==> src/bb_regs_pkg.sv <==
package bb_regs_pkg;
	localparam int ADDR_W = 8;
	localparam int DATA_W = 8;
	// register numbers (7-bit index, byte address = index*2)
	localparam logic [6:0] IDX_PART_VERSION = 7'h00;
	localparam logic [6:0] IDX_IO_POLARITY = 7'h01;
	localparam logic [6:0] IDX_RX_INIT = 7'h02;
	localparam logic [6:0] IDX_SHORT_PRE = 7'h03;
	localparam logic [6:0] IDX_LONG_PRE = 7'h04;
	localparam logic [6:0] IDX_TX_SIGNAL = 7'h05;
	localparam logic [6:0] IDX_TX_SERVICE = 7'h06;
	localparam logic [6:0] IDX_LOCKED_TRACK = 7'h21;
	localparam logic [6:0] IDX_GAIN_SETUP = 7'h2F;
	localparam logic [6:0] IDX_SIG_QUALITY = 7'h33;
	localparam logic [6:0] IDX_DETECT_STATUS = 7'h3D;
	localparam logic [6:0] IDX_RX_STRENGTH = 7'h3E;
	// polarity and other register bit positions
	localparam int POL_RX_ROT = 7;
	localparam int POL_TX_ROT = 6;
	localparam int POL_TRANSMIT_CLOCK_OUT = 5;
	localparam int POL_TXRDY = 4;
	localparam int POL_TXEN = 3;
	localparam int POL_CCA = 2;
	localparam int POL_RXRDY = 1;
	localparam int POL_RXCLK = 0;
	localparam int INIT_BIT = 0;
	localparam int PRE_SEL_BIT = 3;
	localparam int LOCKED_SVC_BIT = 2;
	localparam int LOCKED_EN_BIT = 6;
	localparam int ED_STATUS_BIT = 4;
	// reset values and ramp length
	localparam logic [7:0] POLARITY_RST = 8'h00;
	localparam logic [7:0] SHORT_PRE_RST = 8'h38;
	localparam logic [7:0] LONG_PRE_RST = 8'h80;
	localparam logic [7:0] ZERO_RST = 8'h00;
	localparam logic [7:0] INIT_RST = 8'h01;
	localparam logic [7:0] PA_RAMP_SYMBOLS = 8'h02;
	// identity codes, values arbitrary
	localparam logic [3:0] PART_CODE = 4'hA;
	localparam logic [3:0] VERSION_CODE = 4'h5;
	// symbol timing: 1 us symbol at 25 MHz
	localparam int SYMBOL_NS = 1000;
	localparam int CLK_NS = 40;
	localparam int SYMBOL_CYCLES = SYMBOL_NS / CLK_NS;
	// early-late loop saturates at plus or minus this many steps
	localparam int TRACK_STEP_LIMIT = 72;
	typedef enum logic [1:0] {TX_IDLE, TX_PREAMBLE, TX_BODY} tx_state_e;
	typedef enum logic [1:0] {RX_IDLE, RX_ACQUIRE, RX_TRACK} rx_state_e;
endpackage

==> src/bb_config_status_regs.sv <==
// Added by the designer: strobed register access.
`timescale 1ns/100ps
module bb_config_status_regs
	import bb_regs_pkg::*;
#(
	parameter int CORR_TAPS = 22
)
(
	// clock and reset
	input wire logic ref_clk_in,
	input wire logic sys_rst_in,
	// register port
	input wire logic [bb_regs_pkg::ADDR_W-1:0] reg_addr_in,
	input wire logic [bb_regs_pkg::DATA_W-1:0] reg_wdata_in,
	input wire logic reg_write_in,
	input wire logic reg_read_in,
	output logic [bb_regs_pkg::DATA_W-1:0] reg_rdata_out,
	// mac pins
	input wire logic transmit_enable_in,
	input wire logic receive_enable_in,
	output logic transmit_ready_out,
	output logic receive_data_ready_out,
	output logic clear_channel_indication_out,
	output logic transmit_clock_out,
	output logic receive_clock_out,
	// receive front end
	input wire logic signed [7:0] rx_i_in,
	input wire logic signed [7:0] rx_q_in,
	input wire logic [7:0] received_strength_in,
	input wire logic [7:0] energy_threshold_in,
	input wire logic signal_present_in,
	input wire logic rx_header_done_in,
	input wire logic rx_data_valid_in,
	input wire logic locked_peer_in,
	// transmit modulator
	input wire logic tx_q_in,
	output logic tx_q_out,
	output logic tx_preamble_out,
	// tracking results
	output logic signed [7:0] rx_q_corr_out,
	output logic carrier_loop_active_out,
	output logic carrier_derived_timing_out,
	output logic signed [7:0] symbol_phase_out,
	output logic signed [11:0] correlator_out,
	output logic gain_reset_out
);
	import bb_regs_pkg::*;

	function automatic logic [7:0] abs8(input logic signed [7:0] v);
		abs8 = v[7] ? 8'(-v) : 8'(v);
	endfunction

	// registers
	logic [7:0] polarity_q;
	logic [7:0] init_q;
	logic [7:0] short_pre_q;
	logic [7:0] long_pre_q;
	logic [7:0] tx_signal_q;
	logic [7:0] tx_service_q;
	logic [7:0] locked_en_q;
	logic [7:0] gain_setup_q;
	logic [7:0] signal_quality_q;
	logic [7:0] strength_q;
	logic energy_detect_q;
	// read data falls back to zero so a stale value is never taken for an answer
	logic [7:0] rdata_q;

	// pin synchronisers: three stages, change accepted when 2 and 3 agree
	// the first stage may go metastable, so only the later two are compared
	logic [2:0] txen_sync_q;
	logic [2:0] rxen_sync_q;
	logic txen_stable_q;
	logic rxen_stable_q;

	// receive state, declared early because the measurement logic reads it
	rx_state_e rx_state_q;

	// decode
	wire [6:0] reg_index = reg_addr_in[7:1];
	wire soft_init = init_q[INIT_BIT];
	// enable pin seen through its programmed active level
	wire tx_active = txen_stable_q ^ polarity_q[POL_TXEN];
	wire wr_pol = reg_write_in && reg_index == IDX_IO_POLARITY;
	// the receive init write is dropped silently while either path is busy
	wire rx_idle = !tx_active && !rxen_stable_q;
	wire wr_init = reg_write_in && reg_index == IDX_RX_INIT && rx_idle;
	wire wr_short = reg_write_in && reg_index == IDX_SHORT_PRE && !tx_active;
	wire wr_long = reg_write_in && reg_index == IDX_LONG_PRE && !tx_active;
	wire wr_sig = reg_write_in && reg_index == IDX_TX_SIGNAL;
	wire wr_svc = reg_write_in && reg_index == IDX_TX_SERVICE;
	wire wr_lock = reg_write_in && reg_index == IDX_LOCKED_TRACK;
	wire wr_gain = reg_write_in && reg_index == IDX_GAIN_SETUP;

	logic [7:0] rd_mux;
	always_comb
	begin
		unique case (reg_index)
			IDX_PART_VERSION: rd_mux = {PART_CODE, VERSION_CODE};
			IDX_IO_POLARITY: rd_mux = polarity_q;
			IDX_RX_INIT: rd_mux = init_q;
			IDX_SHORT_PRE: rd_mux = short_pre_q;
			IDX_LONG_PRE: rd_mux = long_pre_q;
			IDX_TX_SIGNAL: rd_mux = tx_signal_q;
			IDX_TX_SERVICE: rd_mux = tx_service_q;
			IDX_LOCKED_TRACK: rd_mux = locked_en_q;
			IDX_GAIN_SETUP: rd_mux = gain_setup_q;
			IDX_SIG_QUALITY: rd_mux = signal_quality_q;
			IDX_DETECT_STATUS: rd_mux = 8'(energy_detect_q) << ED_STATUS_BIT;
			IDX_RX_STRENGTH: rd_mux = strength_q;
			default: rd_mux = 8'h00;
		endcase
	end

	always_ff @(posedge ref_clk_in)
	begin
		if (sys_rst_in)
		begin
			polarity_q <= POLARITY_RST;
			init_q <= INIT_RST;
			short_pre_q <= SHORT_PRE_RST;
			long_pre_q <= LONG_PRE_RST;
			tx_signal_q <= ZERO_RST;
			tx_service_q <= ZERO_RST;
			locked_en_q <= ZERO_RST;
			gain_setup_q <= ZERO_RST;
			rdata_q <= ZERO_RST;
		end
		else
		begin
			if (wr_pol) polarity_q <= reg_wdata_in;
			if (wr_init) init_q <= reg_wdata_in;
			if (wr_short) short_pre_q <= reg_wdata_in;
			if (wr_long) long_pre_q <= reg_wdata_in;
			if (wr_sig) tx_signal_q <= reg_wdata_in;
			if (wr_svc) tx_service_q <= reg_wdata_in;
			if (wr_lock) locked_en_q <= reg_wdata_in;
			if (wr_gain) gain_setup_q <= reg_wdata_in;
			rdata_q <= reg_read_in ? rd_mux : 8'h00;
		end
	end
	assign reg_rdata_out = rdata_q;

	always_ff @(posedge ref_clk_in)
	begin
		if (sys_rst_in)
		begin
			txen_sync_q <= 3'h0;
			rxen_sync_q <= 3'h0;
			txen_stable_q <= 1'b0;
			rxen_stable_q <= 1'b0;
		end
		else
		begin
			txen_sync_q <= {txen_sync_q[1:0], transmit_enable_in};
			rxen_sync_q <= {rxen_sync_q[1:0], receive_enable_in};
			if (txen_sync_q[2] == txen_sync_q[1]) txen_stable_q <= txen_sync_q[2];
			if (rxen_sync_q[2] == rxen_sync_q[1]) rxen_stable_q <= rxen_sync_q[2];
		end
	end

	// receive measurements; learned state cleared while soft init is set
	wire energy_hit = received_strength_in >= energy_threshold_in;
	// learned state: kept internal, the controller only sees its effects
	logic [7:0] noise_floor_q;
	logic [7:0] dc_offset_q;
	logic [7:0] packet_count_q;
	logic [7:0] carrier_err_q;
	always_ff @(posedge ref_clk_in)
	begin
		if (sys_rst_in || soft_init)
		begin
			noise_floor_q <= 8'h00;
			dc_offset_q <= 8'h00;
			packet_count_q <= 8'h00;
			strength_q <= 8'h00;
			signal_quality_q <= 8'h00;
			energy_detect_q <= 1'b0;
			carrier_err_q <= 8'h00;
		end
		else
		begin
			strength_q <= received_strength_in;
			energy_detect_q <= energy_hit;
			if (!signal_present_in) noise_floor_q <= received_strength_in;
			dc_offset_q <= 8'(rx_i_in);
			if (rx_header_done_in) packet_count_q <= packet_count_q + 8'h01;
			carrier_err_q <= abs8(rx_q_corr_out);
			// snr: signal minus residual carrier loop error
			if (rx_state_q == RX_TRACK)
				signal_quality_q <= (abs8(rx_i_in) > carrier_err_q) ?
					8'(abs8(rx_i_in) - carrier_err_q) : 8'h00;
		end
	end
	assign gain_reset_out = soft_init;

	// receive state: acquisition then tracking
	// leaves tracking as soon as the enable pin or the signal goes away
	always_ff @(posedge ref_clk_in)
	begin
		if (sys_rst_in || soft_init)
			rx_state_q <= RX_IDLE;
		else
		begin
			unique case (rx_state_q)
				RX_IDLE: if (rxen_stable_q && signal_present_in) rx_state_q <= RX_ACQUIRE;
				RX_ACQUIRE: if (rx_header_done_in) rx_state_q <= RX_TRACK;
				RX_TRACK: if (!rxen_stable_q || !signal_present_in) rx_state_q <= RX_IDLE;
			endcase
		end
	end

	// parallel correlator, two samples per chip, every other stage tapped
	// no reset: the taps flush within one correlator length of real samples
	logic signed [7:0] corr_sr_q [0:2*CORR_TAPS-1];
	logic signed [11:0] corr_sum;
	always_comb
	begin
		corr_sum = 12'sh000;
		for (int k = 0; k < CORR_TAPS; k++)
			corr_sum = corr_sum + 12'(corr_sr_q[2*k]);
	end
	always_ff @(posedge ref_clk_in)
	begin
		corr_sr_q[0] <= rx_i_in;
		for (int k = 1; k < 2*CORR_TAPS; k++)
			corr_sr_q[k] <= corr_sr_q[k-1];
		correlator_out <= corr_sum;
	end

	// symbol timing
	wire locked_mode = tx_service_q[LOCKED_SVC_BIT] && locked_en_q[LOCKED_EN_BIT]
		&& locked_peer_in;
	logic signed [7:0] phase_q;
	// signed limits: an unsigned compare would stall the loop below zero
	wire signed [7:0] phase_max = signed'(8'(TRACK_STEP_LIMIT));
	wire signed [7:0] phase_min = -phase_max;
	// the interpolator saturates, so long offsets cannot be followed forever
	logic carrier_active_q;
	logic derived_q;
	always_ff @(posedge ref_clk_in)
	begin
		if (sys_rst_in || soft_init)
		begin
			phase_q <= 8'sh00;
			carrier_active_q <= 1'b0;
			derived_q <= 1'b0;
		end
		else
		begin
			carrier_active_q <= rx_state_q == RX_TRACK;
			derived_q <= locked_mode;
			if (rx_state_q == RX_TRACK && rx_data_valid_in)
			begin
				if (locked_mode)
					phase_q <= 8'(rx_q_corr_out >>> 4);
				else if (rx_i_in > 8'sh00 && phase_q < phase_max)
					phase_q <= phase_q + 8'sh01;
				else if (rx_i_in < 8'sh00 && phase_q > phase_min)
					phase_q <= phase_q - 8'sh01;
			end
		end
	end
	assign carrier_loop_active_out = carrier_active_q;
	assign carrier_derived_timing_out = derived_q;
	assign symbol_phase_out = phase_q;

	// q polarity on both paths
	logic signed [7:0] rxq_q;
	logic txq_q;
	always_ff @(posedge ref_clk_in)
	begin
		if (sys_rst_in)
		begin
			rxq_q <= 8'sh00;
			txq_q <= 1'b0;
		end
		else
		begin
			rxq_q <= polarity_q[POL_RX_ROT] ? 8'(-rx_q_in) : rx_q_in;
			txq_q <= tx_q_in ^ polarity_q[POL_TX_ROT];
		end
	end
	assign rx_q_corr_out = rxq_q;
	assign tx_q_out = txq_q;

	// transmit preamble: programmed count plus ramp symbols
	// dropping the enable mid-preamble abandons the frame without a body
	tx_state_e tx_state_q;
	logic [8:0] sym_left_q;
	logic [4:0] sym_tick_q;
	wire [7:0] pre_count = tx_signal_q[PRE_SEL_BIT] ? short_pre_q : long_pre_q;
	always_ff @(posedge ref_clk_in)
	begin
		if (sys_rst_in)
		begin
			tx_state_q <= TX_IDLE;
			sym_left_q <= 9'h000;
			sym_tick_q <= 5'h00;
		end
		else
		begin
			sym_tick_q <= (sym_tick_q == 5'(SYMBOL_CYCLES - 1)) ? 5'h00 : sym_tick_q + 5'h01;
			unique case (tx_state_q)
				TX_IDLE:
					if (tx_active)
					begin
						tx_state_q <= TX_PREAMBLE;
						sym_left_q <= 9'(pre_count) + 9'(PA_RAMP_SYMBOLS);
						sym_tick_q <= 5'h00;
					end
				TX_PREAMBLE:
					if (!tx_active) tx_state_q <= TX_IDLE;
					else if (sym_tick_q == 5'(SYMBOL_CYCLES - 1))
					begin
						if (sym_left_q == 9'h001) tx_state_q <= TX_BODY;
						sym_left_q <= sym_left_q - 9'h001;
					end
				TX_BODY: if (!tx_active) tx_state_q <= TX_IDLE;
			endcase
		end
	end

	// pin levels with polarity
	always_ff @(posedge ref_clk_in)
	begin
		if (sys_rst_in)
		begin
			tx_preamble_out <= 1'b0;
			transmit_ready_out <= 1'b0;
			receive_data_ready_out <= 1'b0;
			clear_channel_indication_out <= 1'b0;
			transmit_clock_out <= 1'b0;
			receive_clock_out <= 1'b0;
		end
		else
		begin
			tx_preamble_out <= tx_state_q == TX_PREAMBLE;
			transmit_ready_out <= (tx_state_q == TX_BODY) ^ polarity_q[POL_TXRDY];
			receive_data_ready_out <= (rx_state_q == RX_TRACK && rx_data_valid_in)
				^ polarity_q[POL_RXRDY];
			// channel is clear when no energy: active level set by bit 2
			clear_channel_indication_out <= !energy_detect_q ^ !polarity_q[POL_CCA];
			transmit_clock_out <= (sym_tick_q < 5'(SYMBOL_CYCLES / 2)) ^ polarity_q[POL_TRANSMIT_CLOCK_OUT];
			receive_clock_out <= (sym_tick_q < 5'(SYMBOL_CYCLES / 2)) ^ polarity_q[POL_RXCLK];
		end
	end
endmodule // bb_config_status_regs

==> config.mk <==
export PLATFORM = sky130hd
export DESIGN_NAME = bb_config_status_regs
export DESIGN_NICKNAME = d
export VERILOG_FILES = /design/src/bb_regs_pkg.sv /design/src/bb_config_status_regs.sv
export SDC_FILE = /design/constraint.sdc
export NUM_CORES = 1
export LEC_CHECK = 0
export BUFFER_PORTS_ARGS = -buffer_cell sky130_fd_sc_hd__buf_2
export CORE_MARGIN = 2
export CORE_UTILIZATION = 49
export CTS_CLUSTER_DIAMETER = 40
export DETAILED_ROUTE_END_ITERATION = 8
export PLACE_DENSITY = 0.66
export SLEW_MARGIN = 20
export SYNTH_ARGS = -nofsm -noshare
export SYNTH_HDL_FRONTEND = slang
export SYNTH_SLANG_ARGS = --single-unit
==> constraint.sdc <==
create_clock -name ref_clk_in -period 12.1 [get_ports ref_clk_in]
set_input_delay 0.605 -clock ref_clk_in [delete_from_list [all_inputs] [get_ports ref_clk_in]]
set_output_delay 0.605 -clock ref_clk_in [all_outputs]
set_load 0.005 [all_outputs]
-- After elaboration in Yosys (flattened, before gate mapping)
Memory sizes are Yosys's and may differ from the RTL's.
Cells that the tools add are included.
- logic and storage cells: 171
- input port bits: 59
- memories kept: 1
- flip-flop bits (word level): 160
- memory bits (writable): 352
- output and inout bits: 46
- $lt $le $gt $ge: 7
- $add $sub $neg: 30
- reduce and logical (&&, ||, !) cells: 36
- bitwise logic cells: 9
- multiplexer cells: 26
- eq/ne operators: 28
- memories (name ; words ; width ; read ports ; clocked after Yosys merged registers in ; write ports ; RTL line ; RTL):
    corr_sr_q ; 44 ; 8 ; 43 ; 0 ; 44 ; bb_config_status_regs.sv:214 ; logic signed [7:0] corr_sr_q [0:2*CORR_TAPS-1];
- operator list (operator ; number):
    $add 12x8->12 ; 17
    $pmux 8 s12 ; 1
    $mux 8 ; 7
    $eq 7x6->1 const B ; 5
    $mux 9 ; 3
    $neg 8->8 ; 3
    $eq 7x3->1 const B ; 3
    $logic_and 1x1->1 ; 18
    $pmux 9 s2 ; 1
    $mux 2 ; 8
    $mux 5 ; 3
    $eq 7x2->1 const B ; 2
    $ne 2x2->1 const B ; 7
    $add 11x8->12 ; 1
    $pmux 2 s3 ; 2
    $add 10x8->11 ; 1
    $add 9x8->10 ; 1
    $add 8x2->9 const B ; 1
    $add 8x8->9 ; 1
    $eq 9x1->1 const B ; 1
    $sub 9x1->9 const B ; 1
    $add 8x2->8 const B ; 1
    $ge 8x8->1 ; 1
    $gt 8x1->1 const B ; 1
    other kinds (27) ; 46

-- Logic depth before layout (Yosys ltp)
Gate-level depths: netlist of the first run.
An unclocked memory read counts as a cell.
- depth in word-level cells: 22
- mapped depth: 22
- depth with buffers taken out: 22

-- Least setup slack after synthesis of the first run
Ideal clock, no wire load.
- path type: flip-flop to flip-flop
- start point: memory corr_sr_q[2][3], in the netlist corr_sr_q[0][19]
- end point: register correlator_out[11]
- data required time: 11979 ps
- arrival time: 5567 ps
- buffers on the path: 0
- setup slack: 6412 ps
- cell stages (with the launch flop): 21
- clock period less this slack: 5688 ps
- path through: dfxtp_1 > inv_1 > fa_1 > inv_1 > fa_1 > inv_1 > fa_1 > inv_1 > fa_1 > fa_1 > fa_1 > inv_1 > fa_1 > inv_1 > ha_1 > a21oi_1 > o211ai_1 > or4_1 > o311ai_0 > o21ai_0 > xnor2_1
- RTL lines (element ; RTL line ; RTL):
    start: declaration ; bb_config_status_regs.sv:214 ;
    end signal: assignment ; bb_config_status_regs.sv:227 ; correlator_out <= corr_sum;
    end: declaration ; bb_config_status_regs.sv:44 ; output logic signed [11:0] correlator_out,

==> results.sh, run 1 <==
export IMPL_status="finished clean"
export IMPL_synthArstFlopShare=0
export IMPL_ys_seq_area_frac=0.516
export IMPL_port_buffers=103
export IMPL_wl_mm=37.7
export IMPL_synth_ff_type="dfxtp_1"
export IMPL_route_antenna_remaining_nets=0
export IMPL_crit_start="corr_sr_q[0][19]"
export IMPL_clock_sinks=504
export IMPL_die_w_um=204
export IMPL_synth_largest_area_cell="dfxtp_1"
export IMPL_worstSetupPathType="flop to flop"
export IMPL_vias=11700
export IMPL_hold_viol_final=0
export IMPL_fillers=3217
export IMPL_clockRootBuffer="clkbuf_16"
export IMPL_reg2reg_to="correlator_out[11]"
export IMPL_synth_edf_count=0
export IMPL_syn_area_um2=19500
export IMPL_insertion_delay_ns=0.57
export IMPL_max_slew_margin=0.364
export IMPL_die_h_um=204
export IMPL_wl_per_cell_um=15.7
export IMPL_cts_tree="built"
export IMPL_cpMostUsedCell="fa_1"
export IMPL_core_area_um2=39500
export IMPL_syn_avg_cell_area_um2=11.5
export IMPL_synth_area_leaders="dfxtp_1 52%, fa_1 18%, inv_1 5.1%"
export IMPL_fin_crit_ns=6.36
export IMPL_antenna_found_initial=4
export IMPL_rsz0062_at_grt="false"
export IMPL_drt_iter0_drc=523
export IMPL_clk_path_buf_depth=3
export IMPL_synth_top_cell_area_share=0.516
export IMPL_viasPerCell=4.87
export IMPL_tightestPinTransition_ns=0.946
export IMPL_io_pins=105
export IMPL_drive_above_1_share=0.130
export IMPL_rows=73
export IMPL_crit_family="adder cells"
export IMPL_worst_path_stages=20
export IMPL_synthCells=1706
export IMPL_first_pass_iters=5
export IMPL_holdBufCountCts=0
export IMPL_grt_max_degree=86
export IMPL_place_congestion=0.871
export IMPL_ys_types=64
export IMPL_whs_ns=0.208
export IMPL_dp_hpwl_mm=27.0
export IMPL_drv_cap=0
export IMPL_fmax_mhz=157
export IMPL_clk_pin_slew_worst_paths_ns=0.06
export IMPL_drv_slew=0
export IMPL_cts_setup_buffers=0
export IMPL_cts_resized_gates=0
export IMPL_overflow=0
export IMPL_drc_errors=0
export IMPL_slowest_delay_ns=0.59
export IMPL_area_delta_synth_final_pct=17.6
export IMPL_crit_buf_inv=6
export IMPL_worstReg2RegStart="corr_sr_q[0][19]"
export IMPL_cp_max_fo=2
export IMPL_hp_class="primary input to flop"
export IMPL_slowest_stage="fa_1"
export IMPL_fin_crit_sh=0.525
export IMPL_setup_violations_final=0
export IMPL_largest_reg_flops=344
export IMPL_grtUsageTotal=0.193
export IMPL_yosysMostFrequentCell="dfxtp_1"
export IMPL_r2r_slack_ns=5.74
export IMPL_synth_nets=1994
export IMPL_yosys_warnings=0
export IMPL_largest_register="corr_sr_q"
export IMPL_critPathLaunchType="flop"
export IMPL_arrival_ns=6.79
export IMPL_ff2ff_path_depth=20
export IMPL_htree_levels=3
export IMPL_cp_cell_sequence="inv_1, fa_1, inv_1, fa_1, inv_1, fa_1, inv_1, fa_1, fa_1, fa_1, inv_1, fa_1, inv_1, ha_1, a21oi_1, o211ai_1, or4_1, o311ai_0, o21ai_0, xnor2_1"
export IMPL_synth_common_cells="504 x dfxtp_1, 268 x inv_1, 171 x fa_1"
export IMPL_grt_pass1_wl_mm=63.4
export IMPL_reg_largest_list="corr_sr_q x344, correlator_out x12, sym_left_q x9"
export IMPL_endpoint="correlator_out[11]"
export IMPL_cts_buffers=66
export IMPL_nets=2120
export IMPL_start_util=0.494
export IMPL_die_area_um2=41500
export IMPL_cp_required_ns=12.53
export IMPL_ys_seq_elements=504
export IMPL_setup_tns_ns=0
export IMPL_grt_pass1_vias=12500
export IMPL_cp_end_kind="flop"
export IMPL_skew_ns=0.0165
[cells by family (layout without fill, tap and decap cells)]
group	after synthesis	in the layout	share of synthesized area
AOI/OAI and AO/OA	198	198	0.0653
DFF	504	504	0.516
muxes	72	72	0.0375
and+or+nand+nor	334	334	0.0827
other	0	1	0
adders and majority gates	229	229	0.212
buffers and inverters	316	492	0.0617
xor gates and xnor gates	53	53	0.0241
[per-stage QoR]
| step | instances | setup slack [ns] | utilization | instance area [µm²] |
|---|---|---|---|---|
| detailed placement | 2289 | 5.79 | 0.519 | 20500 |
| global placement | 2289 | 5.79 | 0.519 | 20500 |
| floorplan | 1706 | 6.41 | - | 19500 |
| CTS | 2407 | 5.70 | 0.580 | 23000 |
| finish | 2408 | 5.74 | 0.581 | 23000 |
| global route | 2408 | 5.45 | 0.581 | 23000 |
[placed cells by master (no fill, tap or decap), drive strengths merged, types with 8 or more instances in the layout]
cell type  synthesis  layout
a21oi             72      72
a22oi             12      12
and2              14      14
and3               8       8
buf               10     106
bufinv             0      11
clkbuf            38      83
clkinv             0       9
dfxtp            504     504
fa               171     171
ha                58      58
inv              268     279
mux2               9       9
mux2i             63      63
nand2             76      76
nand2b            10      10
nand3             35      35
nor2             119     119
nor2b             21      21
nor3              17      17
nor4               8       8
o211ai             9       9
o21ai             33      33
o31ai              8       8
xnor2             36      36
xor2              17      17
[worst reg2reg max path, cell delays in order, from the launching register on]
cell and delay [ns]:
dfxtp_1 0.32, inv_1 0.06, fa_1 0.54, inv_1 0.05, fa_1 0.49, inv_1 0.06, fa_1 0.53, inv_1 0.05
fa_1 0.52, fa_1 0.44, fa_1 0.54, inv_1 0.06, fa_1 0.59, inv_1 0.06, ha_1 0.29, a21oi_1 0.22
o211ai_1 0.26, or4_1 0.47, o311ai_0 0.19, o21ai_0 0.31, xnor2_1 0.19
[how the worst min path moves through the flow]
stage / slack, ns / end / cells after the start / start
floorplan: 0.31 / corr_sr_q[0][100] / 0 / corr_sr_q[0][92]
global placement: 0.31 / corr_sr_q[0][114] / 0 / corr_sr_q[0][106]
detailed placement: 0.31 / corr_sr_q[0][112] / 0 / corr_sr_q[0][104]
CTS: 0.17 / corr_sr_q[0][6] / 1 / rx_i_in[6]
global route: 0.19 / corr_sr_q[0][6] / 1 / rx_i_in[6]
finish: 0.21 / corr_sr_q[0][6] / 1 / rx_i_in[6]
[per-layer routing]
layer	global-route usage	wire length, µm	vias up
li1	-	-	5706
met1	0.252	16800	5644
met2	0.311	17700	287
met3	0.0455	2130	86
met4	0.0753	1040	6
met5	0	41	-
[cell type report]
type	instances	area, µm²	share of cell area
Antenna cell	1	2.50	0.000109
Multi-Input combinational cell	886	8270	0.360
Timing Repair Buffer	106	538	0.0234
Sequential cell	504	10100	0.439
Inverter	268	1010	0.0438
Clock buffer	83	1880	0.0819
Tap cell	525	657	0.0286
Clock inverter	35	528	0.0230
Power of run 1 is not shown: default switching activity piles up to over one toggle a cycle in this logic, so the estimate is an artifact.
==> run 2: changes to the inputs <==
==> constraint.sdc (replaced) <==
create_clock -name ref_clk_in -period 6.4 [get_ports ref_clk_in]
set_input_delay 0.32 -clock ref_clk_in [delete_from_list [all_inputs] [get_ports ref_clk_in]]
set_output_delay 0.32 -clock ref_clk_in [all_outputs]
set_load 0.005 [all_outputs]
==> run 2 against run 1 <==
  * Die area did not move
  * Non-clock buffer count rose by 29
  * Utilization fell by 0.35 points
  * Hold slack got worse by 0.13 ns
  * Register-to-register slack got worse by 5.4 ns
  * Critical endpoint unchanged
==> results.sh, run 2 (synthesis results as in run 1) <==
export IMPL_cts_buffers=58
export IMPL_antenna_found_initial=2
export IMPL_fmax_mhz=165
export IMPL_fin_crit_ns=6.06
export IMPL_drive_above_1_share=0.126
export IMPL_wl_per_cell_um=15.3
export IMPL_ff2ff_path_depth=20
export IMPL_largest_reg_flops=344
export IMPL_arrival_ns=6.55
export IMPL_rows=73
export IMPL_tightestPinTransition_ns=0.918
export IMPL_clock_sinks=504
export IMPL_cp_max_fo=2
export IMPL_cts_tree="built"
export IMPL_die_h_um=204
export IMPL_reg_largest_list="corr_sr_q x344, correlator_out x12, sym_left_q x9"
export IMPL_final_cell_mix="504 x dfxtp_1, 268 x inv_1, 171 x fa_1"
export IMPL_hp_class="primary input to flop"
export IMPL_grtUsageTotal=0.189
export IMPL_grt_pass1_wl_mm=62.2
export IMPL_grt_max_degree=69
export IMPL_io_pins=105
export IMPL_wl_mm=37.2
export IMPL_cp_end_kind="flop"
export IMPL_route_antenna_remaining_nets=0
export IMPL_insertion_delay_ns=0.60
export IMPL_drv_slew=0
export IMPL_clk_pin_slew_worst_paths_ns=0.06
export IMPL_place_congestion=0.882
export IMPL_clk_path_buf_depth=3
export IMPL_area_delta_synth_final_pct=16.8
export IMPL_setup_tns_ns=0
export IMPL_hold_viol_final=0
export IMPL_reg2reg_to="correlator_out[11]"
export IMPL_htree_levels=2
export IMPL_nets=2141
export IMPL_viasPerCell=4.87
export IMPL_die_area_um2=41500
export IMPL_setup_violations_final=0
export IMPL_port_buffers=103
export IMPL_status="finished clean"
export IMPL_max_slew_margin=0.383
export IMPL_drv_cap=0
export IMPL_largest_register="corr_sr_q"
export IMPL_drc_errors=0
export IMPL_die_w_um=204
export IMPL_first_pass_iters=6
export IMPL_whs_ns=0.0792
export IMPL_crit_start="corr_sr_q[0][19]"
export IMPL_dp_hpwl_mm=26.9
export IMPL_rsz0062_at_grt="false"
export IMPL_start_util=0.494
export IMPL_final_common_cell="dfxtp_1"
export IMPL_grt_pass1_vias=12200
export IMPL_vias=11800
export IMPL_worstReg2RegStart="corr_sr_q[0][19]"
export IMPL_skew_ns=0.0194
export IMPL_fin_crit_sh=0.947
export IMPL_endpoint="correlator_out[11]"
export IMPL_clockRootBuffer="clkbuf_16"
export IMPL_drt_iter0_drc=597
export IMPL_cp_required_ns=6.89
export IMPL_core_area_um2=39500
export IMPL_worstSetupPathType="flop to flop"
export IMPL_critPathLaunchType="flop"
export IMPL_r2r_slack_ns=0.34
export IMPL_overflow=0
## run 2: repair_timing
action / CTS / global route
setup endpoints to repair: 0 / 1
resized for setup: 0 / 2
setup buffers: 0 / 0
hold buffers: 27 / 0
hold endpoints to repair: 27 / 0
## run 2: worst min path at each step
stage / cells after the start / from / endpoint / slack, ns
3_3_place_gp: 0 / corr_sr_q[0][105] / corr_sr_q[0][113] / 0.31
2_1_floorplan: 0 / corr_sr_q[0][92] / corr_sr_q[0][100] / 0.31
6_report: 3 / reg_wdata_in[1] / gain_setup_q[1] / 0.08
5_1_grt: 3 / reg_wdata_in[7] / gain_setup_q[7] / 0.05
3_5_place_dp: 0 / corr_sr_q[0][13] / corr_sr_q[0][21] / 0.31
4_1_cts: 3 / reg_wdata_in[1] / gain_setup_q[1] / 0.04
## run 2: stage by stage
stage,instances,util,setup WS (ns),instance area [µm²]
2_1_floorplan,1706,-,0.712,19500
3_3_place_gp,2291,0.520,0.233,20600
3_5_place_dp,2291,0.520,0.185,20600
4_1_cts,2427,0.577,0.133,22800
5_1_grt,2428,0.577,0.0169,22800
6_report,2430,0.577,0.338,22800
## run 2: area by class of cell
class                   count  area [µm²]
fillers                  3230       16700
flip-flops and latches    504       10100
multi-input cells         886        8260
clock buffers              76        1660
inverters                 268        1010
repair buffers            135         823
well taps                 525         657
clock inverters            33         329
diodes                      3        7.51
## run 2: worst max-delay path: stages, from the launching register on
cell,delay [ns]
dfxtp_1,0.35
inv_1,0.07
fa_1,0.53
inv_1,0.05
fa_1,0.50
inv_1,0.06
fa_1,0.53
inv_1,0.05
fa_1,0.52
fa_1,0.44
fa_1,0.54
inv_1,0.05
fa_1,0.58
inv_1,0.06
ha_1,0.28
a21oi_1,0.18
o211ai_1,0.22
or4_1,0.45
o311ai_1,0.15
o21ai_1,0.18
xnor2_1,0.15
## run 2: routing by layer
| metal | global-route usage | wire length (µm) |
|---|---|---|
| met5 | 0 | 0 |
| met4 | 0.0785 | 1180 |
| met3 | 0.0390 | 1850 |
| met2 | 0.297 | 17200 |
| met1 | 0.254 | 17000 |
Power of run 2 is left out for the same reason.
==> run 3: changes to the inputs <==
--- a/config.mk
+++ b/config.mk
@@ -8,6 +8,7 @@
 export BUFFER_PORTS_ARGS = -buffer_cell sky130_fd_sc_hd__buf_2
 export CORE_MARGIN = 2
 export CORE_UTILIZATION = 49
+export CTS_BUF_LIST = sky130_fd_sc_hd__clkbuf_4
 export CTS_CLUSTER_DIAMETER = 40
 export DETAILED_ROUTE_END_ITERATION = 8
 export PLACE_DENSITY = 0.66
==> run 3 against run 2 <==
  * Hold slack better by 0.036 ns
  * Count of clock-buffer cells in the layout up 94
  * Non-clock buffer count up 27
  * First-iteration DRC count down 4.4%
  * Critical path type unchanged
  * Critical endpoint unchanged
  * Largest cell class unchanged
==> results.sh, run 3 (synthesis results as in run 1) <==
export IMPL_rsz0062_at_grt="false"
export IMPL_placed_cells=2291
export IMPL_die_h_um=204
export IMPL_area_delta_synth_final_pct=15.6
export IMPL_largest_register="corr_sr_q"
export IMPL_r2r_slack_ns=0.32
export IMPL_vias=12300
export IMPL_grt_max_degree=69
export IMPL_route_antenna_remaining_nets=0
export IMPL_final_cell_mix="504 x dfxtp_1, 268 x inv_1, 171 x fa_1"
export IMPL_drt_iter0_drc=571
export IMPL_antenna_found_initial=2
export IMPL_final_common_cell="dfxtp_1"
export IMPL_place_congestion=0.882
export IMPL_stdcell_count=2556
export IMPL_reg_largest_list="corr_sr_q x344, correlator_out x12, sym_left_q x9"
export IMPL_die_area_um2=41500
export IMPL_htree_levels=3
export IMPL_insertion_delay_ns=0.82
export IMPL_drive_above_1_share=0.156
export IMPL_clock_sinks=504
export IMPL_dp_hpwl_mm=26.9
export IMPL_status="finished clean"
export IMPL_rows=73
export IMPL_skew_ns=0.0339
export IMPL_clk_pin_slew_worst_paths_ns=0.07
export IMPL_hold_viol_final=0
export IMPL_die_w_um=204
export IMPL_drc_errors=0
export IMPL_fmax_mhz=164
export IMPL_critPathLaunchType="flop"
export IMPL_cts_tree="built"
export IMPL_max_slew_margin=0.359
export IMPL_core_area_um2=39500
export IMPL_hp_class="primary input to flop"
export IMPL_first_pass_iters=5
export IMPL_clockRootBuffer="clkbuf_4"
export IMPL_cp_max_fo=2
export IMPL_setup_tns_ns=0
export IMPL_fillers=3328
export IMPL_grt_pass1_wl_mm=63.2
export IMPL_wl_mm=37.5
export IMPL_port_buffers=103
export IMPL_grt_pass1_vias=13000
export IMPL_drv_cap=0
export IMPL_cp_end_kind="flop"
export IMPL_cts_buffers=120
export IMPL_arrival_ns=6.77
export IMPL_clk_path_buf_depth=3
export IMPL_viasPerCell=4.80
export IMPL_tightestPinTransition_ns=0.954
export IMPL_final_core_util=0.571
export IMPL_drv_slew=0
export IMPL_grtUsageTotal=0.191
export IMPL_fin_crit_ns=6.08
export IMPL_largest_reg_flops=344
export IMPL_nets=2230
export IMPL_start_util=0.494
export IMPL_io_pins=105
export IMPL_wl_per_cell_um=14.7
export IMPL_setup_violations_final=0
export IMPL_overflow=0
export IMPL_fin_crit_sh=0.950
export IMPL_worstSetupPathType="flop to flop"
export IMPL_cp_required_ns=7.09
run 3: layout make-up:
class	instances	area [µm²]	share of cell area
Sequential cell	504	10100	0.446
Multi-Input combinational cell	886	8260	0.365
Clock buffer	170	1280	0.0565
Timing Repair Buffer	162	1090	0.0484
Inverter	268	1010	0.0445
Tap cell	525	657	0.0291
Clock inverter	39	213	0.00941
Antenna cell	2	5.00	0.000221
run 3: timing repair:
action | 4_1_cts | 5_1_grt
setup endpoints to repair | 0 | 1
gates resized for setup | 0 | 2
hold buffers | 54 | 0
hold endpoints to repair | 115 | 0
setup buffers | 0 | 0
run 3: through the flow:
step	worst slack [ns]	hold slack [ns]	instance area [µm²]
finish	0.321	0.115	22600
global route	0.0143	0.0599	22600
CTS	0.138	0.0269	22600
detailed placement	0.185	0.312	20600
global placement	0.233	0.311	20600
floorplan	0.712	0.310	19500
run 3: layer usage:
layer	track usage	vias up	share of wire
met5	0	-	0
met4	0.0826	0	0.027
met3	0.0526	75	0.057
met2	0.303	323	0.47
met1	0.246	5890	0.45
li1	-	5983	-
run 3: worst max-delay path, stage by stage (launching register included):
cell and delay (ns):
dfxtp_1 0.33, inv_1 0.06, fa_1 0.53, inv_1 0.05, fa_1 0.50, inv_1 0.06, fa_1 0.53, inv_1 0.05
fa_1 0.52, fa_1 0.44, fa_1 0.54, inv_1 0.05, fa_1 0.58, inv_1 0.06, ha_1 0.28, a21oi_1 0.18
o211ai_1 0.23, or4_1 0.46, o311ai_1 0.16, o21ai_1 0.18, xnor2_1 0.15
run 3: final timing paths:
kind	startpoint	cells past startpoint	end
hold reg to reg	corr_sr_q[0][41]	0	corr_sr_q[0][49]
setup reg to reg	corr_sr_q[0][19]	20	correlator_out[11]
setup / recovery	corr_sr_q[0][19]	20	correlator_out[11]
hold / removal	reg_read_in	4	reg_rdata_out[5]
Power of run 3 is left out for the same reason.
